<file path="config.mk">
export PLATFORM = sky130hd
export DESIGN_NAME = usb_dev_endpoint_config_cmds
export DESIGN_NICKNAME = d
export VERILOG_FILES = /design/src/dc_cmd_pkg.sv /design/src/setup_sequencer.sv /design/src/usb_dev_endpoint_config_cmds.sv
export SDC_FILE = /design/constraint.sdc
export NUM_CORES = 1
export LEC_CHECK = 0
export BUFFER_PORTS_ARGS = -buffer_cell sky130_fd_sc_hd__buf_2
export CAP_MARGIN = 20
export CORE_AREA = 8 8 230 232
export CTS_CLUSTER_SIZE = 30
export DETAILED_ROUTE_END_ITERATION = 10
export DIE_AREA = 0 0 238 240
export PLACE_DENSITY = 0.62
export SLEW_MARGIN = 20
export SYNTH_ARGS = -nofsm -noshare
export SYNTH_HDL_FRONTEND = slang
export SYNTH_HIERARCHICAL = 1
export SYNTH_SLANG_ARGS = --single-unit
</file>
<file path="constraint.sdc">
create_clock -name mclk -period 3.93 [get_ports mclk]
set_clock_uncertainty 0.15 [all_clocks]
set_input_delay 1.179 -clock mclk [delete_from_list [all_inputs] [get_ports mclk]]
set_output_delay 1.179 -clock mclk [all_outputs]
set_load 0.01 [all_outputs]
</file>
<file path="src/dc_cmd_pkg.sv">
// constants for the device-side command decoder of the usb device controller
// assumes one 10 MHz clock, synchronous active-high reset, 16-bit data bus
// Notes on behaviour
// - codes a2..af read endpoint 2..15 error code, one word each.
// - code b0 plus the written key word aa37 unlocks all writable registers.
// - scratch register written by b2, read by b3, one word each.
// - code b4 returns current usb frame number in one word.
// - code b5 returns the fixed identification code in one word.
// - code c0 reads the interrupt register as two consecutive words.
// - n bytes take (n+1) div 2 word accesses on the 16-bit bus.
// - check-status reads a status copy and clears nothing.
// - 8-bit registers read in the low byte; upper byte is don't-care.
// - endpoint setup holds type, direction, size, buffering and enable.
// - usb bus reset disables every endpoint.
// - memory allocated only after all 16 endpoints configured in order.
// - allocation starts once endpoint 15 setup is written.
// - size or enable change invalidates all endpoint fifo contents.
// - codes 20..2f write the sixteen endpoint setups, one word.
// - codes 30..3f read back the sixteen endpoint setups, one word.
// - bit 7 set means fifo enabled with memory allocated.
// - bit 6 selects direction, 0 out 1 in, also dma direction.
// - bit 5 double buffering, bit 4 isochronous, bits 3..0 size code.
package dc_cmd_pkg;
    localparam int   NUM_EP          = 16;
    localparam int   LAST_EP         = 15;
    localparam [7:0] CMD_SETUP_WR    = 8'h20;
    localparam [7:0] CMD_SETUP_RD    = 8'h30;
    localparam [7:0] CMD_ERR_RD      = 8'ha0;
    localparam [7:0] CMD_UNLOCK      = 8'hb0;
    localparam [7:0] CMD_SCRATCH_WR  = 8'hb2;
    localparam [7:0] CMD_SCRATCH_RD  = 8'hb3;
    localparam [7:0] CMD_FRAME_RD    = 8'hb4;
    localparam [7:0] CMD_ID_RD       = 8'hb5;
    localparam [7:0] CMD_IRQ_RD      = 8'hc0;
    localparam [7:0] CMD_CHECK_RD    = 8'hd0;
    localparam [3:0] ERR_FIRST_EP    = 4'h2;
    localparam [7:0] SETUP_RESET     = 8'h00;
    localparam [15:0] SCRATCH_RESET  = 16'h0000;
    localparam [15:0] UNLOCK_KEY     = 16'haa37;
    // arbitrary identity value, not tied to any real part
    localparam [15:0] PART_IDENTITY  = 16'h5a01;
    localparam int   BIT_ENABLE      = 7;
    localparam int   BIT_DIR         = 6;
    localparam int   BIT_DOUBLE      = 5;
    localparam int   BIT_ISO         = 4;
    localparam int   SIZE_HI         = 3;
    localparam [7:0] ALLOC_MASK      = 8'h8f;
    localparam [4:0] ALLOC_CYCLES    = 5'h10;

    typedef enum logic [3:0] {
        ST_IDLE  = 4'b0001,
        ST_WR    = 4'b0010,
        ST_RD    = 4'b0100,
        ST_RD2   = 4'b1000
    } phase_type;
endpackage

</file>
<file path="src/setup_sequencer.sv">
// tracks in-order endpoint setup writes and runs the fifo allocation pass
// assumes setup writes arrive as one-cycle strobes with the endpoint index
`timescale 1ns/1ns
module setup_sequencer (
    input  wire logic       mclk,
    input  wire logic       rst,
    input  wire logic       ce,
    input  wire logic       wr_stb,
    input  wire logic [3:0] wr_index,
    input  wire logic       layout_change,
    output logic            alloc_busy,
    output logic            alloc_done,
    output logic            fifo_invalidate
);
    logic [3:0] expect_q, expect_d;
    logic       busy_q, busy_d;
    logic       done_q, done_d;
    logic       inval_q, inval_d;
    logic [4:0] cnt_q, cnt_d;

    always_comb begin
        expect_d = expect_q;
        busy_d   = busy_q;
        done_d   = done_q;
        inval_d  = 1'b0;
        cnt_d    = cnt_q;
        if (wr_stb) begin
            // out-of-order write restarts the sequence
            expect_d = (wr_index == expect_q) ? expect_q + 4'h1 : 4'h0;
            if (wr_index == 4'h0) begin
                expect_d = 4'h1;
            end
            if (layout_change) begin
                inval_d = 1'b1;
                done_d  = 1'b0;
            end
            if (wr_index == expect_q && wr_index == 4'(dc_cmd_pkg::LAST_EP)) begin
                busy_d   = 1'b1;
                done_d   = 1'b0;
                cnt_d    = dc_cmd_pkg::ALLOC_CYCLES;
                expect_d = 4'h0;
                inval_d  = 1'b1;
            end
        end else if (busy_q) begin
            cnt_d = cnt_q - 5'h1;
            if (cnt_q == 5'h1) begin
                busy_d = 1'b0;
                done_d = 1'b1;
            end
        end
    end

    always_ff @(posedge mclk) begin
        if (rst) begin
            expect_q <= 4'h0;
            busy_q   <= 1'b0;
            done_q   <= 1'b0;
            inval_q  <= 1'b0;
            cnt_q    <= 5'h0;
        end else if (ce) begin
            expect_q <= expect_d;
            busy_q   <= busy_d;
            done_q   <= done_d;
            inval_q  <= inval_d;
            cnt_q    <= cnt_d;
        end
    end

    assign alloc_busy      = busy_q;
    assign alloc_done      = done_q;
    assign fifo_invalidate = inval_q;
endmodule

</file>
<file path="src/usb_dev_endpoint_config_cmds.sv">
// command decoder for general and endpoint setup commands of the device side
// assumes cmd/data strobes come from same-clock bus logic; usb_bus_reset too
`timescale 1ns/1ns
module usb_dev_endpoint_config_cmds (
    input  wire logic        mclk,
    input  wire logic        rst,
    input  wire logic        ce,
    input  wire logic        cmd_wr,
    input  wire logic        data_wr,
    input  wire logic        data_rd,
    input  wire logic [15:0] wdata,
    output logic [15:0]      rdata,
    output logic             cmd_active,
    input  wire logic        usb_bus_reset,
    input  wire logic [10:0] usb_frame_count,
    input  wire logic [31:0] device_irq_flags,
    input  wire logic [127:0] endpoint_error_code,
    input  wire logic [127:0] endpoint_status,
    output logic             locked,
    output logic [127:0]     endpoint_setup,
    output logic [15:0]      buffer_enabled,
    output logic [15:0]      endpoint_direction,
    output logic [15:0]      double_buffering,
    output logic [15:0]      isochronous_select,
    output logic [63:0]      buffer_size_code,
    output logic             alloc_busy,
    output logic             alloc_done,
    output logic             fifo_invalidate
);
    dc_cmd_pkg::phase_type phase_q, phase_d;
    logic [7:0]  code_q, code_d;
    logic [15:0] rdata_q, rdata_d;
    logic [15:0] scratch_q, scratch_d;
    logic        locked_q, locked_d;
    logic [7:0]  setup_q [dc_cmd_pkg::NUM_EP];
    logic [7:0]  setup_d [dc_cmd_pkg::NUM_EP];
    logic        seq_stb;
    logic        seq_change;
    logic [15:0] rd_word;

    function automatic logic [7:0] pick8(input logic [127:0] v, input logic [3:0] i);
        pick8 = v[{i, 3'b000} +: 8];
    endfunction

    function automatic logic is_group(input logic [7:0] c, input logic [7:0] base);
        is_group = (c[7:4] == base[7:4]);
    endfunction

    // word served by the first data phase of the latched read command
    always_comb begin
        rd_word = 16'h0000;
        if (is_group(code_q, dc_cmd_pkg::CMD_SETUP_RD)) begin
            rd_word = {8'h00, setup_q[code_q[3:0]]};
        end else if (is_group(code_q, dc_cmd_pkg::CMD_ERR_RD)) begin
            rd_word = {8'h00, pick8(endpoint_error_code, code_q[3:0])};
        end else if (is_group(code_q, dc_cmd_pkg::CMD_CHECK_RD)) begin
            // copy only; no clear is sent toward the status bits
            rd_word = {8'h00, pick8(endpoint_status, code_q[3:0])};
        end else if (code_q == dc_cmd_pkg::CMD_SCRATCH_RD) begin
            rd_word = scratch_q;
        end else if (code_q == dc_cmd_pkg::CMD_FRAME_RD) begin
            rd_word = {5'h00, usb_frame_count};
        end else if (code_q == dc_cmd_pkg::CMD_ID_RD) begin
            rd_word = dc_cmd_pkg::PART_IDENTITY;
        end else if (code_q == dc_cmd_pkg::CMD_IRQ_RD) begin
            rd_word = device_irq_flags[15:0];
        end
    end

    function automatic logic is_write(input logic [7:0] c);
        is_write = is_group(c, dc_cmd_pkg::CMD_SETUP_WR) || c == dc_cmd_pkg::CMD_UNLOCK
                   || c == dc_cmd_pkg::CMD_SCRATCH_WR;
    endfunction

    function automatic logic is_read(input logic [7:0] c);
        is_read = is_group(c, dc_cmd_pkg::CMD_SETUP_RD) || is_group(c, dc_cmd_pkg::CMD_CHECK_RD)
                  || (is_group(c, dc_cmd_pkg::CMD_ERR_RD) && c[3:0] >= dc_cmd_pkg::ERR_FIRST_EP)
                  || c == dc_cmd_pkg::CMD_SCRATCH_RD || c == dc_cmd_pkg::CMD_FRAME_RD
                  || c == dc_cmd_pkg::CMD_ID_RD || c == dc_cmd_pkg::CMD_IRQ_RD;
    endfunction

    always_comb begin
        phase_d    = phase_q;
        code_d     = code_q;
        rdata_d    = rdata_q;
        scratch_d  = scratch_q;
        locked_d   = locked_q;
        seq_stb    = 1'b0;
        seq_change = 1'b0;
        for (int i = 0; i < dc_cmd_pkg::NUM_EP; i++) begin
            setup_d[i] = setup_q[i];
        end
        if (cmd_wr) begin
            // a new code always aborts any unfinished data phase
            code_d = wdata[7:0];
            if (is_write(wdata[7:0])) begin
                phase_d = dc_cmd_pkg::ST_WR;
            end else if (is_read(wdata[7:0])) begin
                phase_d = dc_cmd_pkg::ST_RD;
            end else begin
                phase_d = dc_cmd_pkg::ST_IDLE;
            end
        end else begin
            case (phase_q)
                dc_cmd_pkg::ST_IDLE: begin
                    phase_d = dc_cmd_pkg::ST_IDLE;
                end
                dc_cmd_pkg::ST_WR: begin
                    if (data_wr) begin
                        phase_d = dc_cmd_pkg::ST_IDLE;
                        if (code_q == dc_cmd_pkg::CMD_UNLOCK) begin
                            if (wdata == dc_cmd_pkg::UNLOCK_KEY) begin
                                locked_d = 1'b0;
                            end
                        end else if (!locked_q) begin
                            if (code_q == dc_cmd_pkg::CMD_SCRATCH_WR) begin
                                scratch_d = wdata;
                            end else begin
                                setup_d[code_q[3:0]] = wdata[7:0];
                                seq_stb = 1'b1;
                                seq_change = (wdata[7:0] & dc_cmd_pkg::ALLOC_MASK)
                                             != (setup_q[code_q[3:0]] & dc_cmd_pkg::ALLOC_MASK);
                            end
                        end
                    end
                end
                dc_cmd_pkg::ST_RD: begin
                    rdata_d = rd_word;
                    if (data_rd) begin
                        if (code_q == dc_cmd_pkg::CMD_IRQ_RD) begin
                            phase_d = dc_cmd_pkg::ST_RD2;
                            rdata_d = device_irq_flags[31:16];
                        end else begin
                            phase_d = dc_cmd_pkg::ST_IDLE;
                        end
                    end
                end
                dc_cmd_pkg::ST_RD2: begin
                    if (data_rd) begin
                        phase_d = dc_cmd_pkg::ST_IDLE;
                    end
                end
                default: begin
                    phase_d = dc_cmd_pkg::ST_IDLE;
                end
            endcase
        end
        if (usb_bus_reset) begin
            for (int i = 0; i < dc_cmd_pkg::NUM_EP; i++) begin
                setup_d[i][dc_cmd_pkg::BIT_ENABLE] = 1'b0;
            end
        end
    end

    always_ff @(posedge mclk) begin
        if (rst) begin
            phase_q   <= dc_cmd_pkg::ST_IDLE;
            code_q    <= 8'h00;
            rdata_q   <= 16'h0000;
            scratch_q <= dc_cmd_pkg::SCRATCH_RESET;
            locked_q  <= 1'b0;
            for (int i = 0; i < dc_cmd_pkg::NUM_EP; i++) begin
                setup_q[i] <= dc_cmd_pkg::SETUP_RESET;
            end
        end else if (ce) begin
            phase_q   <= phase_d;
            code_q    <= code_d;
            rdata_q   <= rdata_d;
            scratch_q <= scratch_d;
            locked_q  <= locked_d;
            for (int i = 0; i < dc_cmd_pkg::NUM_EP; i++) begin
                setup_q[i] <= setup_d[i];
            end
        end
    end

    setup_sequencer u_seq (
        .mclk            (mclk),
        .rst             (rst),
        .ce              (ce),
        .wr_stb          (seq_stb),
        .wr_index        (code_q[3:0]),
        .layout_change   (seq_change),
        .alloc_busy      (alloc_busy),
        .alloc_done      (alloc_done),
        .fifo_invalidate (fifo_invalidate)
    );

    // per-endpoint field fan-out for the fifo and dma logic
    always_comb begin
        for (int i = 0; i < dc_cmd_pkg::NUM_EP; i++) begin
            endpoint_setup[i*8 +: 8]   = setup_q[i];
            buffer_enabled[i]          = setup_q[i][dc_cmd_pkg::BIT_ENABLE];
            endpoint_direction[i]      = setup_q[i][dc_cmd_pkg::BIT_DIR];
            double_buffering[i]        = setup_q[i][dc_cmd_pkg::BIT_DOUBLE];
            isochronous_select[i]      = setup_q[i][dc_cmd_pkg::BIT_ISO];
            buffer_size_code[i*4 +: 4] = setup_q[i][dc_cmd_pkg::SIZE_HI:0];
        end
    end

    assign rdata      = rdata_q;
    assign cmd_active = (phase_q != dc_cmd_pkg::ST_IDLE);
    assign locked     = locked_q;
endmodule

</file>
# Yosys cells after proc, flatten, opt, wreduce, memory -nomap -nowiden

Memories as Yosys holds them, arrays and structs flattened. A register that Yosys moved wholly into a read port is not among the register bits.
Index checks and enable logic that the tools add are counted.

Equality and inequality tests: 32
$add $sub $neg: 2
Shifts and indexed selects: 2
Bitwise operators: 19
Reduce and logical (&&, ||, !) cells: 22
Mux-type cells: 92
$lt $le $gt $ge: 3

Operators with widths:

| operator                                                              | number |
|---|---|
| 128-bit 2-to-1 mux                                                    | 5 |
| 128-bit by 8-bit variable part select with 8-bit output               | 2 |
| 16-bit 2-to-1 mux                                                     | 9 |
| 8-bit 2-to-1 mux                                                      | 17 |
| 128-bit bitwise mux                                                   | 1 |
| 8-bit == test (second input constant)                                 | 12 |
| 1-bit 2-to-1 mux                                                      | 43 |
| 4-bit 2-to-1 mux                                                      | 10 |
| 8-bit demux with 4-bit select                                         | 1 |
| 4-bit == test (second input constant)                                 | 6 |
| 4-bit by 2-bit == test with 1-bit output (second input constant)      | 4 |
| 1-bit bitwise OR                                                      | 16 |
| 5-bit 2-to-1 mux                                                      | 3 |
| 4-bit one-hot mux with 3 select lines                                 | 1 |
| 3-bit inequality test (second input constant)                         | 3 |
| 1-bit logical OR                                                      | 8 |
| 4-bit AND reduction                                                   | 2 |
| 3-bit 2-to-1 mux                                                      | 2 |
| 2-bit AND reduction                                                   | 3 |
| 3-bit AND reduction                                                   | 2 |
| 6-bit AND reduction                                                   | 1 |
| 5-bit by 1-bit == test with 1-bit output (second input constant)      | 1 |
| 5-bit greater-or-equal comparator (second input constant)             | 1 |
| 5-bit by 1-bit < comparator with 1-bit output (second input constant) | 1 |
| other kinds (14)                                                      | 18 |

Memories kept: 1
RAM bits: 128
Output and inout port bits: 277
Flip-flop bits (word level): 56
Word-level logic and storage cells: 182
Bits of input ports: 322

Memories:

| memory  | depth | width | rd ports | clocked after Yosys merged registers in | wr ports | RTL line                           | source |
|---|---|---|---|---|---|---|---|
| setup_q | 16    | 8     | 17       | 1                                       | 16       | usb_dev_endpoint_config_cmds.sv:35 | `logic [7:0] setup_q [dc_cmd_pkg::NUM_EP];` |

# Depth between registers and ports, before layout

Gate-level depths: netlist of the first run.

Word-level depth: 13
Mapped depth: 10
Mapped depth without buffers: 8

# Modules after synthesis

Netlist of the first run, hierarchy kept.

By module, submodules not included:

| module                       | seq. area each (µm²) | times used | area each (µm²) | cells an instance |
|---|---|---|---|---|
| usb_dev_endpoint_config_cmds | 4804.6               | 1          | 12589.6         | 1288 |
| setup_sequencer              | 240.2                | 1          | 693.2           | 87 |

# Worst setup path before layout of the first run

OpenSTA, ideal clock, no wires.

Path type: input to register
Start: input data_wr
End: memory setup_q[0][0] (enable)
Data arrival time: 3.487 ns
Cell stages on the path: 4
Data required time: 3.353 ns
Library setup time: 0.427 ns
Path buffers: 0
Path slack: -0.134 ns
Cell sequence: nor4bb_1 > nand2_1 > a21oi_1 > a21o_1

RTL lines:

| what               | RTL line                           | source |
|---|---|---|
| start: declaration | usb_dev_endpoint_config_cmds.sv:9  | `input wire logic data_wr,` |
| end: declaration   | usb_dev_endpoint_config_cmds.sv:35 |  |

==> results.md, run 1 <==
* Die height at between 200 and 250 um
* Lkg Pwr at a little under 7 nW
* Pre-antenna DRT Iters at 5
* Max Fclk at 0.331 GHz
* NumNets Final at between 2000 and 2500
* Worst-Skew Late Latency at 0.47 ns
* First-pass GRT wire length at ~95000 um
* GRT overflow at 0
* Sequential Area at approximately 5100 sq um
* Crit-path max FO at 20
* Unrepaired setup endpoints after global routing: no
* Netlist cell types at ~70
* TritonCTS clock tree: yes
* #FFs+latches synth at ~190
* Hold buffer count at cts at 0
* CP Class: reg2reg
* Synth Warn # at 6
* Routability cong. at ~0.9
* Status: complete, no violations
* Cts repair resizes at 0
* Syn nets at between 1500 and 2000
* Fillers at roughly 5100
* Mapped Area at roughly 13000 sq um
* Drt drc at 0
* Longest Clk Path Bufs at 2
* Synth async-reset ratio at 0%
* Clk pin slew, worst setup/hold paths at roughly 0.080 ns
* Post CTS Setup Buffer Count at 0
* Die width at around 240 um
* CTS sink cnt at around 190
* TritonCTS buffer count at 17
* Detailed Route WL at approximately 68000 um
* Antenna viol nets, final at 0
* Vias in the first global route at between 10000 and 15000
* Crit path capture type: flip-flop
* Hpwl dp at approximately 55000 um
* EDFF count, synth at 128
* Fin. Hold Viols at 0
* Boundary Pins at 599
* Pwr dens at 315 nW/um^2
* Core Area at just under 50000 sq um
* Min Tclk post-route at roughly 3.0 ns
* Slew Limit Fails at 0
* Primary FF master, synth: edfxtp_1
* Die area at 57100 sq um
* Max-cap viol count at 0
* Core Rows at between 80 and 90
* Crit path DAT at 3.21 ns
* Initial antenna violation count at 33
* Largest net degree at the start of global routing at 72
* Crit start category: flip-flop
* Worst slew pin tran at 0.883 ns
* Hold Path Class: reg2reg
* Synthesized area per cell at 9.66 sq um
* Post-Syn Instances at 1375
* Vias per cell at 5.36
* Worst VDD drop at about 0.19 mV
* Starting Density at between 20% and 30%
* Final WS setup at approximately 0.9 ns
* CTS root buf: clkbuf_16
* I/O Buffers at between 500 and 600
* Final Setup Violations at 0
* Syn-to-layout area delta at 25.1%
* Setup TNS at 0 ns
* Required @ worst endpoint at slightly above 4 ns
* Share of layout cells above drive strength 1 at 43.2%
* Sequential area share after synthesis at 38.0%
* H-tree levels at 4
* Worst rel slew slack at 40.9%
* Crit share post-route at approximately 77%
* Pre-CTS setup slack at 0.730 ns
* Vias at approximately 13000
* Drt first-iter violations at about 1400
* GRT Util Overall at a little under a quarter
* Final routed wire length divided by cell count at about 27 um
* Area of the multi-input gates at between 6000 and 7000 sq um
-- cells in the mapped netlist (5+ instances only) --
library cell	instances	share of area (%)
mux2i_1	30	2.3
o31ai_1	7	0.40
nand2b_1	8	0.38
a22oi_1	17	0.96
nor2b_1	8	0.38
mux4_1	7	1.4
nand3_1	21	0.79
nor2_1	57	1.6
inv_1	14	0.40
nand2_1	356	10
xnor2_1	6	0.40
nor4b_1	5	0.33
mux4_2	97	16
o2bb2ai_1	6	0.40
a211oi_1	5	0.28
nand4_1	7	0.33
o21ai_0	13	0.49
xor2_1	5	0.33
edfxtp_1	128	29
buf_4	134	7.6
buf_1	5	0.14
nor3_1	14	0.53
a21oi_1	170	6.4
buf_2	26	0.98
dfxtp_1	60	9.0
o211ai_1	7	0.40
clkbuf_1	62	1.8
o21a_1	6	0.34
-- metal layers --
layer | up-vias | GRT usage (%) | routed length [um]
met5 | - | 0 | 186
met2 | 913 | 42.5 | 35800
met3 | 153 | 5.71 | 6030
met1 | 6457 | 24.6 | 23300
met4 | 28 | 8.58 | 2690
li1 | 5743 | - | -
-- placed cells by master (no fill, tap or decap), types with 8 or more instances in the layout --
master,n
nand3_1,21
inv_1,14
dfxtp_1,55
nand2_1,356
a22oi_1,17
mux2i_1,30
o21ai_0,13
nor2b_1,8
a21oi_1,170
edfxtp_1,128
mux4_2,97
buf_4,33
clkbuf_16,17
nor3_1,14
nor2_1,57
buf_2,596
-- logic make-up (layout without fill, tap and decap cells) --
kind of cell	count (synthesis)	count (layout)	synth area share, %
XOR/XNOR	11	11	0.725
multiplexers	135	135	20.2
adder cells (fa/ha/maj)	3	3	0.283
other	1	2	0.0282
AO/OA/AOI/OAI	274	274	12.3
flip-flops	188	188	38.0
buffers and inverters	244	678	11.1
AND/OR/NAND/NOR	519	519	17.4
-- final cells by class --
| cell class | count | share of cell area (%) |
|---|---|---|
| multi-input combinational | 943 | 40.7 |
| sequential | 188 | 30.4 |
| timing repair buffer | 632 | 19.8 |
| tap | 672 | 5.06 |
| clock buffer | 17 | 2.56 |
| clock inverter | 15 | 1.09 |
| inverter | 14 | 0.316 |
| antenna | 1 | 0.0151 |
-- through the flow --
| step | cells | utilization, % | hold WS [ns] | power (mW) | area (sq um) |
|---|---|---|---|---|---|
| 2_1_floorplan | 1375 | - | 0.279 | 2.96 | 13300 |
| 3_3_place_gp | 2449 | 32.4 | 0.286 | 3.43 | 16000 |
| 3_5_place_dp | 2449 | 32.4 | 0.290 | 3.45 | 16000 |
| 4_1_cts | 2481 | 33.6 | 0.307 | 5.25 | 16600 |
| 5_1_grt | 2481 | 33.6 | 0.322 | 5.40 | 16600 |
| 6_report | 2482 | 33.6 | 0.307 | 5.23 | 16600 |
-- critical path, stage by stage, from the launching register on --
cell and delay [ns]:
dfxtp_1 0.31, buf_4 0.34, mux4_1 0.62, mux4_2 0.55, xnor2_1 0.17, nand2_1 0.08
o41a_1 0.35, a221oi_1 0.22, nor3_1 0.08
-- power by group --
part           switching (mW)  leakage (nW)  total [mW]  internal, mW
combinational           0.572          4.62        1.04         0.466
sequential              0.154          1.81        2.36          2.20
clock                   0.912         0.294        1.83         0.919
-- path summary, 6_finish.rpt --
check	slack, ns	to	cells after the start	start
max	0.91	u_seq/fifo_invalidate$_SDFFE_PP0P_	8	flip-flop
min	0.31	rdata[1]$_SDFFE_PP0P_	2	rdata[1]$_SDFFE_PP0P_
max reg2reg	0.91	u_seq/fifo_invalidate$_SDFFE_PP0P_	8	flip-flop
min reg2reg	0.31	rdata[1]$_SDFFE_PP0P_	2	rdata[1]$_SDFFE_PP0P_
-- sequential cells by signal (all words and copies together), names as in the netlist, named ones only --
register and count:
setup_q 128, u_seq/cnt_q 5, u_seq/expect_q 4, phase_q 4, u_seq/fifo_invalidate 1, scratch_q 16, rdata 16, u_seq/alloc_busy 1
u_seq/alloc_done 1, code_q 8
Note: power is estimated with default switching activity, not from simulation.
==> inputs of run 2 (changes only) <==
Settings changed: CORE_AREA 8 8 230 232 to 8 8 224 226, DIE_AREA 0 0 238 240 to 0 0 232 234.
Clock period 3.93 ns to 2.9 ns, I/O delays scaled along.
==> run 2 against run 1 <==
Against the previous run: critical path depth unchanged; global-route usage increased by 0.34 points; total power increased by 34%; critical endpoint unchanged; non-clock buffer count increased by 74.
==> results.md, run 2 (synthesized netlist as in run 1, its figures left out) <==
* Hpwl dp at 54500 um (-0.73%)
* NetSw at 2.16 mW (+32%)
* Hold buffer count at cts at 0 (unchanged)
* Largest net degree at the start of global routing at 71 (-1.4%)
* Most flops, register: setup_q
* Die height at 234 um (-2.5%)
* Worst hold stages at 2 (unchanged)
* Initial antenna violation count at 17 (-48%)
* Clock Power Share at 33.0% (-2.0 points)
* Fin. Hold Viols at 0 (unchanged)
* Worst slew pin tran at 0.658 ns (-0.225 ns)
* Syn-to-layout area delta at 29.2%
* Met1 Usage GRT at 25.7% (+1.2 points)
* Leading cell type in the layout, fill and taps excluded: buf_2
* Hold Path Class: reg2reg
* Detailed Route WL at 66100 um (-2.8%)
* Drt drc at 0 (unchanged)
* Pwr dens at 407 nW/um^2 (+29%)
* Clk pin slew, worst setup/hold paths at 0.07 ns (about the same)
* Final routed wire length divided by cell count at 26.4 um (-3.5%)
* Crit path capture type: flip-flop
* First-pass GRT wire length at 91700 um (-3.3%)
* Share of layout cells above drive strength 1 at 45.4% (+2.3 points)
* Antenna viol nets, final at 0 (unchanged)
* Most Used Layer, Global Route: met2
* Max Fclk at 0.363 GHz (+9.5%)
* Required @ worst endpoint at 3.08 ns (-1.04 ns)
* R2R setup slack at 0.14 ns (-0.77 ns)
* Placed Area at 16600 sq um (+3.6%)
* Hold path endpoint: scratch_q[8]$_SDFFE_PP0P_
* NumNets Final at 2195 (+3.5%)
* Commonest non-fill, non-tap cells in the layout: buf_2 (596), nand2_1 (356), a21oi_1 (170)
* Hold_sp: scratch_q[8]$_SDFFE_PP0P_
* Sequential group share of total power at 45.3% (+0.2 points)
* GRT overflow at 0 (unchanged)
* Switching Fraction at 30.9% (-0.42 points)
* TritonCTS clock tree: yes
* I/O Buffers at 597 (unchanged)
* Starting Density at 28.4% (+1.5 points)
* Gate power share at 21.7% (+1.8 points)
* Lkg Pwr at 7.10 nW (+5.6%)
* Crit-path max FO at 14 (-30%)
* Met3 GRT Util at 4.54% (-1.2 points)
* R2r worst-path depth at 8 (unchanged)
* Core Rows at 80 (-2.4%)
* CTS sink cnt at 188 (unchanged)
* Global-route met2 utilization at 42.7% (+0.24 points)
* Worst rel slew slack at 56.1% (+15 points)
* CTS root buf: clkbuf_16
* H-tree levels at 4 (unchanged)
* Vias in the first global route at 13400 (-0.075%)
* Worst VDD drop at 0.357 mV (+86%)
* Boundary Pins at 599 (unchanged)
* Vias per cell at 5.31 (-0.85%)
* Final Setup Violations at 0 (unchanged)
* Pre-antenna DRT Iters at 6 (+1)
* Core Area at 46800 sq um (-5.3%)
* Setup TNS at 0 ns (unchanged)
* Vias at 13300 (-0.13%)
* Worst r2r dst: u_seq/fifo_invalidate$_SDFFE_PP0P_
* Longest Clk Path Bufs at 2 (unchanged)
* Drt first-iter violations at 1289 (-7.2%)
* Die width at 232 um (-2.5%)
* Internal power at 4.82 mW (+34%)
* Worst-Skew Late Latency at 0.46 ns (about the same)
* Min Tclk post-route at 2.76 ns (-0.261 ns)
* Unrepaired setup endpoints after global routing: no
* Slew Limit Fails at 0 (unchanged)
* Crit start category: flip-flop
* GRT Util Overall at 23.1% (+0.34 points)
* Routability cong. at 0.921 (+2.4%)
* CP Class: reg2reg
* Crit share post-route at 95.0% (+18 points)
* Status: complete, no violations
* Max reg flops at 128 (unchanged)
* Design Area, Final at 17200 sq um (+3.3%)
* Crit path DAT at 2.93 ns (-0.28 ns)
* Die area at 54300 sq um (-5.0%)
* Max-cap viol count at 0 (unchanged)
* TritonCTS buffer count at 17 (unchanged)
==> run 2: layout make-up <==
type                       count  area (sq um)
antenna                        3          7.51
clock buffer                  18           429
clock inverter                13           128
fill                        4697         29700
inverter                      14          52.6
multi-input combinational    943          6790
sequential                   188          5060
tap                          615           769
timing repair buffer         706          3930
==> run 2: critical path: stages (launching register included) <==
cell	delay [ns]
dfxtp_2	0.36
buf_12	0.17
mux4_1	0.56
mux4_2	0.54
xnor2_2	0.14
nand2_1	0.07
o41a_1	0.36
a221oi_2	0.20
nor3_1	0.07
==> run 2: worst max-delay path by stage <==
stage,from,endpoint,slack (ns),depth (start not counted)
floorplan,data_wr,setup_q[10][0]$_SDFFCE_PP0P_,0.03,4
global placement,flip-flop,u_seq/fifo_invalidate$_SDFFE_PP0P_,0.04,8
detailed placement,flip-flop,u_seq/fifo_invalidate$_SDFFE_PP0P_,0.005,8
CTS,flip-flop,u_seq/fifo_invalidate$_SDFFE_PP0P_,0.05,8
global route,flip-flop,u_seq/fifo_invalidate$_SDFFE_PP0P_,0.03,8
finish,flip-flop,u_seq/fifo_invalidate$_SDFFE_PP0P_,0.14,8
==> run 2: through the flow <==
step	util, %	total power [mW]	hold WS (ns)	instances	worst slack (ns)
global route	36.6	7.21	0.319	2500	0.0302
finish	36.6	6.98	0.303	2500	0.144
CTS	36.6	7.02	0.303	2497	0.0470
global placement	35.4	4.73	0.285	2465	0.0350
floorplan	-	4.01	0.279	1375	0.0305
detailed placement	35.4	4.75	0.289	2465	0.00492
==> run 2: repair_timing <==
item / in CTS / in global routing
endpoints found under the hold margin: 0 / 0
buffers inserted: 1 / 0
setup endpoints to repair: 1 / 1
gates resized for setup: 1 / 2
gates cloned: 0 / 0
==> run 2: power groups by stage <==
stage               Clock [mW]  Combinational [mW]  Sequential [mW]
CTS                       2.33                1.53             3.16
global route              2.41                1.62             3.18
floorplan                    0               0.821             3.18
finish                    2.30                1.52             3.16
global placement             0                1.51             3.22
detailed placement           0                1.52             3.23
==> run 2: metal layers <==
metal  routed length (um)  part of all wire, %  vias up
li1                     -                    -     5888
met1                23200                   35     6462
met2                34900                   53      815
met3                 5460                  8.3      108
met4                 2480                  3.7        4
met5                   27                0.041        -
==> inputs of run 3 (changes only) <==
Settings changed: REMOVE_ABC_BUFFERS from default to 1.
==> run 3 against run 2 <==
Against the previous run: fmax shrank 0.49%; final cell count shrank 0.40%; combinational power is essentially flat; critical endpoint unchanged; largest power group unchanged.
==> results.md, run 3 (synthesized netlist as in run 1, its figures left out) <==
* Largest net degree at the start of global routing at 44 (-38%)
* Crit path DAT at 2.96 ns (+0.03 ns)
* Required @ worst endpoint at 3.09 ns (about the same)
* Fillers at 4696 (-0.021%)
* Share of layout cells above drive strength 1 at 45.3% (-0.16 points)
* H-tree levels at 4 (unchanged)
* R2R setup slack at 0.13 ns (about the same)
* Max-cap viol count at 0 (unchanged)
* Max Fclk at 0.361 GHz (-0.49%)
* Max reg flops at 128 (unchanged)
* Setup TNS at 0 ns (unchanged)
* GRT overflow at 0 (unchanged)
* Clk pin slew, worst setup/hold paths at 0.09 ns (+0.02 ns)
* Unrepaired setup endpoints after global routing: no
* Worst rel slew slack at 51.3% (-4.9 points)
* Die width at 232 um (unchanged)
* Vias at 13600 (+2.2%)
* NumNets Final at 2183 (-0.55%)
* Hold buffer count at cts at 0 (unchanged)
* Pwr dens at 418 nW/um^2 (+2.9%)
* Most flops, register: setup_q
* Post-layout util at 36.5% (-0.12 points)
* Min Tclk post-route at 2.77 ns (+0.0134 ns)
* Commonest non-fill, non-tap cells in the layout: buf_2 (596), nand2_1 (356), a21oi_1 (170)
* Die height at 234 um (unchanged)
* Slew Limit Fails at 0 (unchanged)
* Starting Density at 28.4% (unchanged)
* Critical Path End: u_seq/fifo_invalidate$_SDFFE_PP0P_
* GRT Util Overall at 23.7% (+0.56 points)
* Final WS setup at 0.130 ns (-0.0134 ns)
* R2r worst-path depth at 8 (unchanged)
* Core Rows at 80 (unchanged)
* Detailed Route WL at 67700 um (+2.5%)
* Pre-CTS setup slack at 0.0478 ns (+0.0428 ns)
* Worst r2r dst: u_seq/fifo_invalidate$_SDFFE_PP0P_
* Crit path capture type: flip-flop
* Longest Clk Path Bufs at 2 (unchanged)
* Crit-path max FO at 13 (-1)
* Worst slew pin tran at 0.729 ns (+0.0710 ns)
* Worst VDD drop at 0.337 mV (-5.7%)
* Pre-antenna DRT Iters at 7 (+1)
* Lkg Pwr at 7.06 nW (-0.50%)
* Post CTS Setup Buffer Count at 0 (-1)
* Crit start category: flip-flop
* Drt first-iter violations at 1539 (+19%)
* Fin. Hold Viols at 0 (unchanged)
* Hold Path Class: reg2reg
* Cts repair resizes at 0 (-1)
* Boundary Pins at 599 (unchanged)
* Status: complete, no violations
* Initial antenna violation count at 3 (-14)
* Final Setup Violations at 0 (unchanged)
* Vias in the first global route at 13200 (-1.3%)
* CTS sink cnt at 188 (unchanged)
* Antenna viol nets, final at 0 (unchanged)
* I/O Buffers at 597 (unchanged)
* Core Area at 46800 sq um (unchanged)
* Final routed wire length divided by cell count at 27.2 um (+2.9%)
* Crit share post-route at 95.5% (+0.46 points)
* Drt drc at 0 (unchanged)
* CTS root buf: clkbuf_16
* Hpwl dp at 54300 um (-0.22%)
* TritonCTS buffer count at 17 (unchanged)
* Vias per cell at 5.45 (+2.6%)
* First-pass GRT wire length at 94100 um (+2.6%)
* Die area at 54300 sq um (unchanged)
* Worst-Skew Late Latency at 0.49 ns (+0.03 ns)
* CP Class: reg2reg
* Syn-to-layout area delta at 28.8%
* Routability cong. at 0.929 (+0.80%)
* TritonCTS clock tree: yes
* Leading cell type in the layout, fill and taps excluded: buf_2
## run 3: changes by cell type in the layout (fill, tap and decap cells not counted), sizes merged
cell,before,now
buf,706,694
diode,3,4
clkbuf,18,19
clkinvlp,3,1
bufinv,0,1
clkinv,3,4
## run 3: worst min path at each step
stage                            endpoint                        from  cells past startpoint
2_1_floorplan   scratch_q[5]$_SDFFE_PP0P_   scratch_q[5]$_SDFFE_PP0P_                      2
3_3_place_gp        rdata[1]$_SDFFE_PP0P_       rdata[1]$_SDFFE_PP0P_                      2
3_5_place_dp        rdata[1]$_SDFFE_PP0P_       rdata[1]$_SDFFE_PP0P_                      2
4_1_cts        scratch_q[11]$_SDFFE_PP0P_  scratch_q[11]$_SDFFE_PP0P_                      2
5_1_grt         scratch_q[0]$_SDFFE_PP0P_   scratch_q[0]$_SDFFE_PP0P_                      2
6_report       scratch_q[12]$_SDFFE_PP0P_  scratch_q[12]$_SDFFE_PP0P_                      2
## run 3: area by class of cell
cell class                      instances  area [sq um]  share of cell area [%]
Antenna cell                            4          10.0                  0.0585
Inverter                               14          52.6                   0.307
Tap cell                              615           769                    4.50
Clock inverter                         13           144                   0.841
Timing Repair Buffer                  694          3840                    22.5
Clock buffer                           19           453                    2.65
Sequential cell                       188          5060                    29.6
Multi-Input combinational cell        943          6780                    39.6
## run 3: routing by layer
metal | vias up | routed length (um) | global-route usage, % | part of all wire [%]
li1 | 5867 | - | - | -
met1 | 6792 | 28100 | 32.1 | 42
met2 | 817 | 31300 | 37.0 | 46
met3 | 92 | 6250 | 5.49 | 9.2
met4 | 0 | 1960 | 7.48 | 2.9
met5 | - | 0 | 0 | 0
## run 3: power by group
group / leakage, nW / total [mW] / switching [mW] / internal, mW
Combinational: 4.96 / 1.52 / 0.832 / 0.692
Sequential: 1.81 / 3.15 / 0.167 / 2.99
Clock: 0.292 / 2.48 / 1.21 / 1.27
## run 3: through the flow
| step | hold WS, ns | std cells | instance area [sq um] | power, mW |
|---|---|---|---|---|
| 2_1_floorplan | 0.273 | 1145 | 11900 | 3.82 |
| 3_3_place_gp | 0.287 | 2454 | 16500 | 4.71 |
| 3_5_place_dp | 0.293 | 2454 | 16500 | 4.73 |
| 4_1_cts | 0.308 | 2486 | 17100 | 7.17 |
| 5_1_grt | 0.330 | 2487 | 17100 | 7.40 |
| 6_report | 0.311 | 2490 | 17100 | 7.16 |
## run 3: critical path, stage by stage (launching register included)
cell and delay, ns:
dfxtp_1 0.36, buf_12 0.17, mux4_1 0.56, mux4_2 0.51
xnor2_2 0.16, nand2_1 0.09, o41a_1 0.37, a221oi_2 0.18
nor3_1 0.07
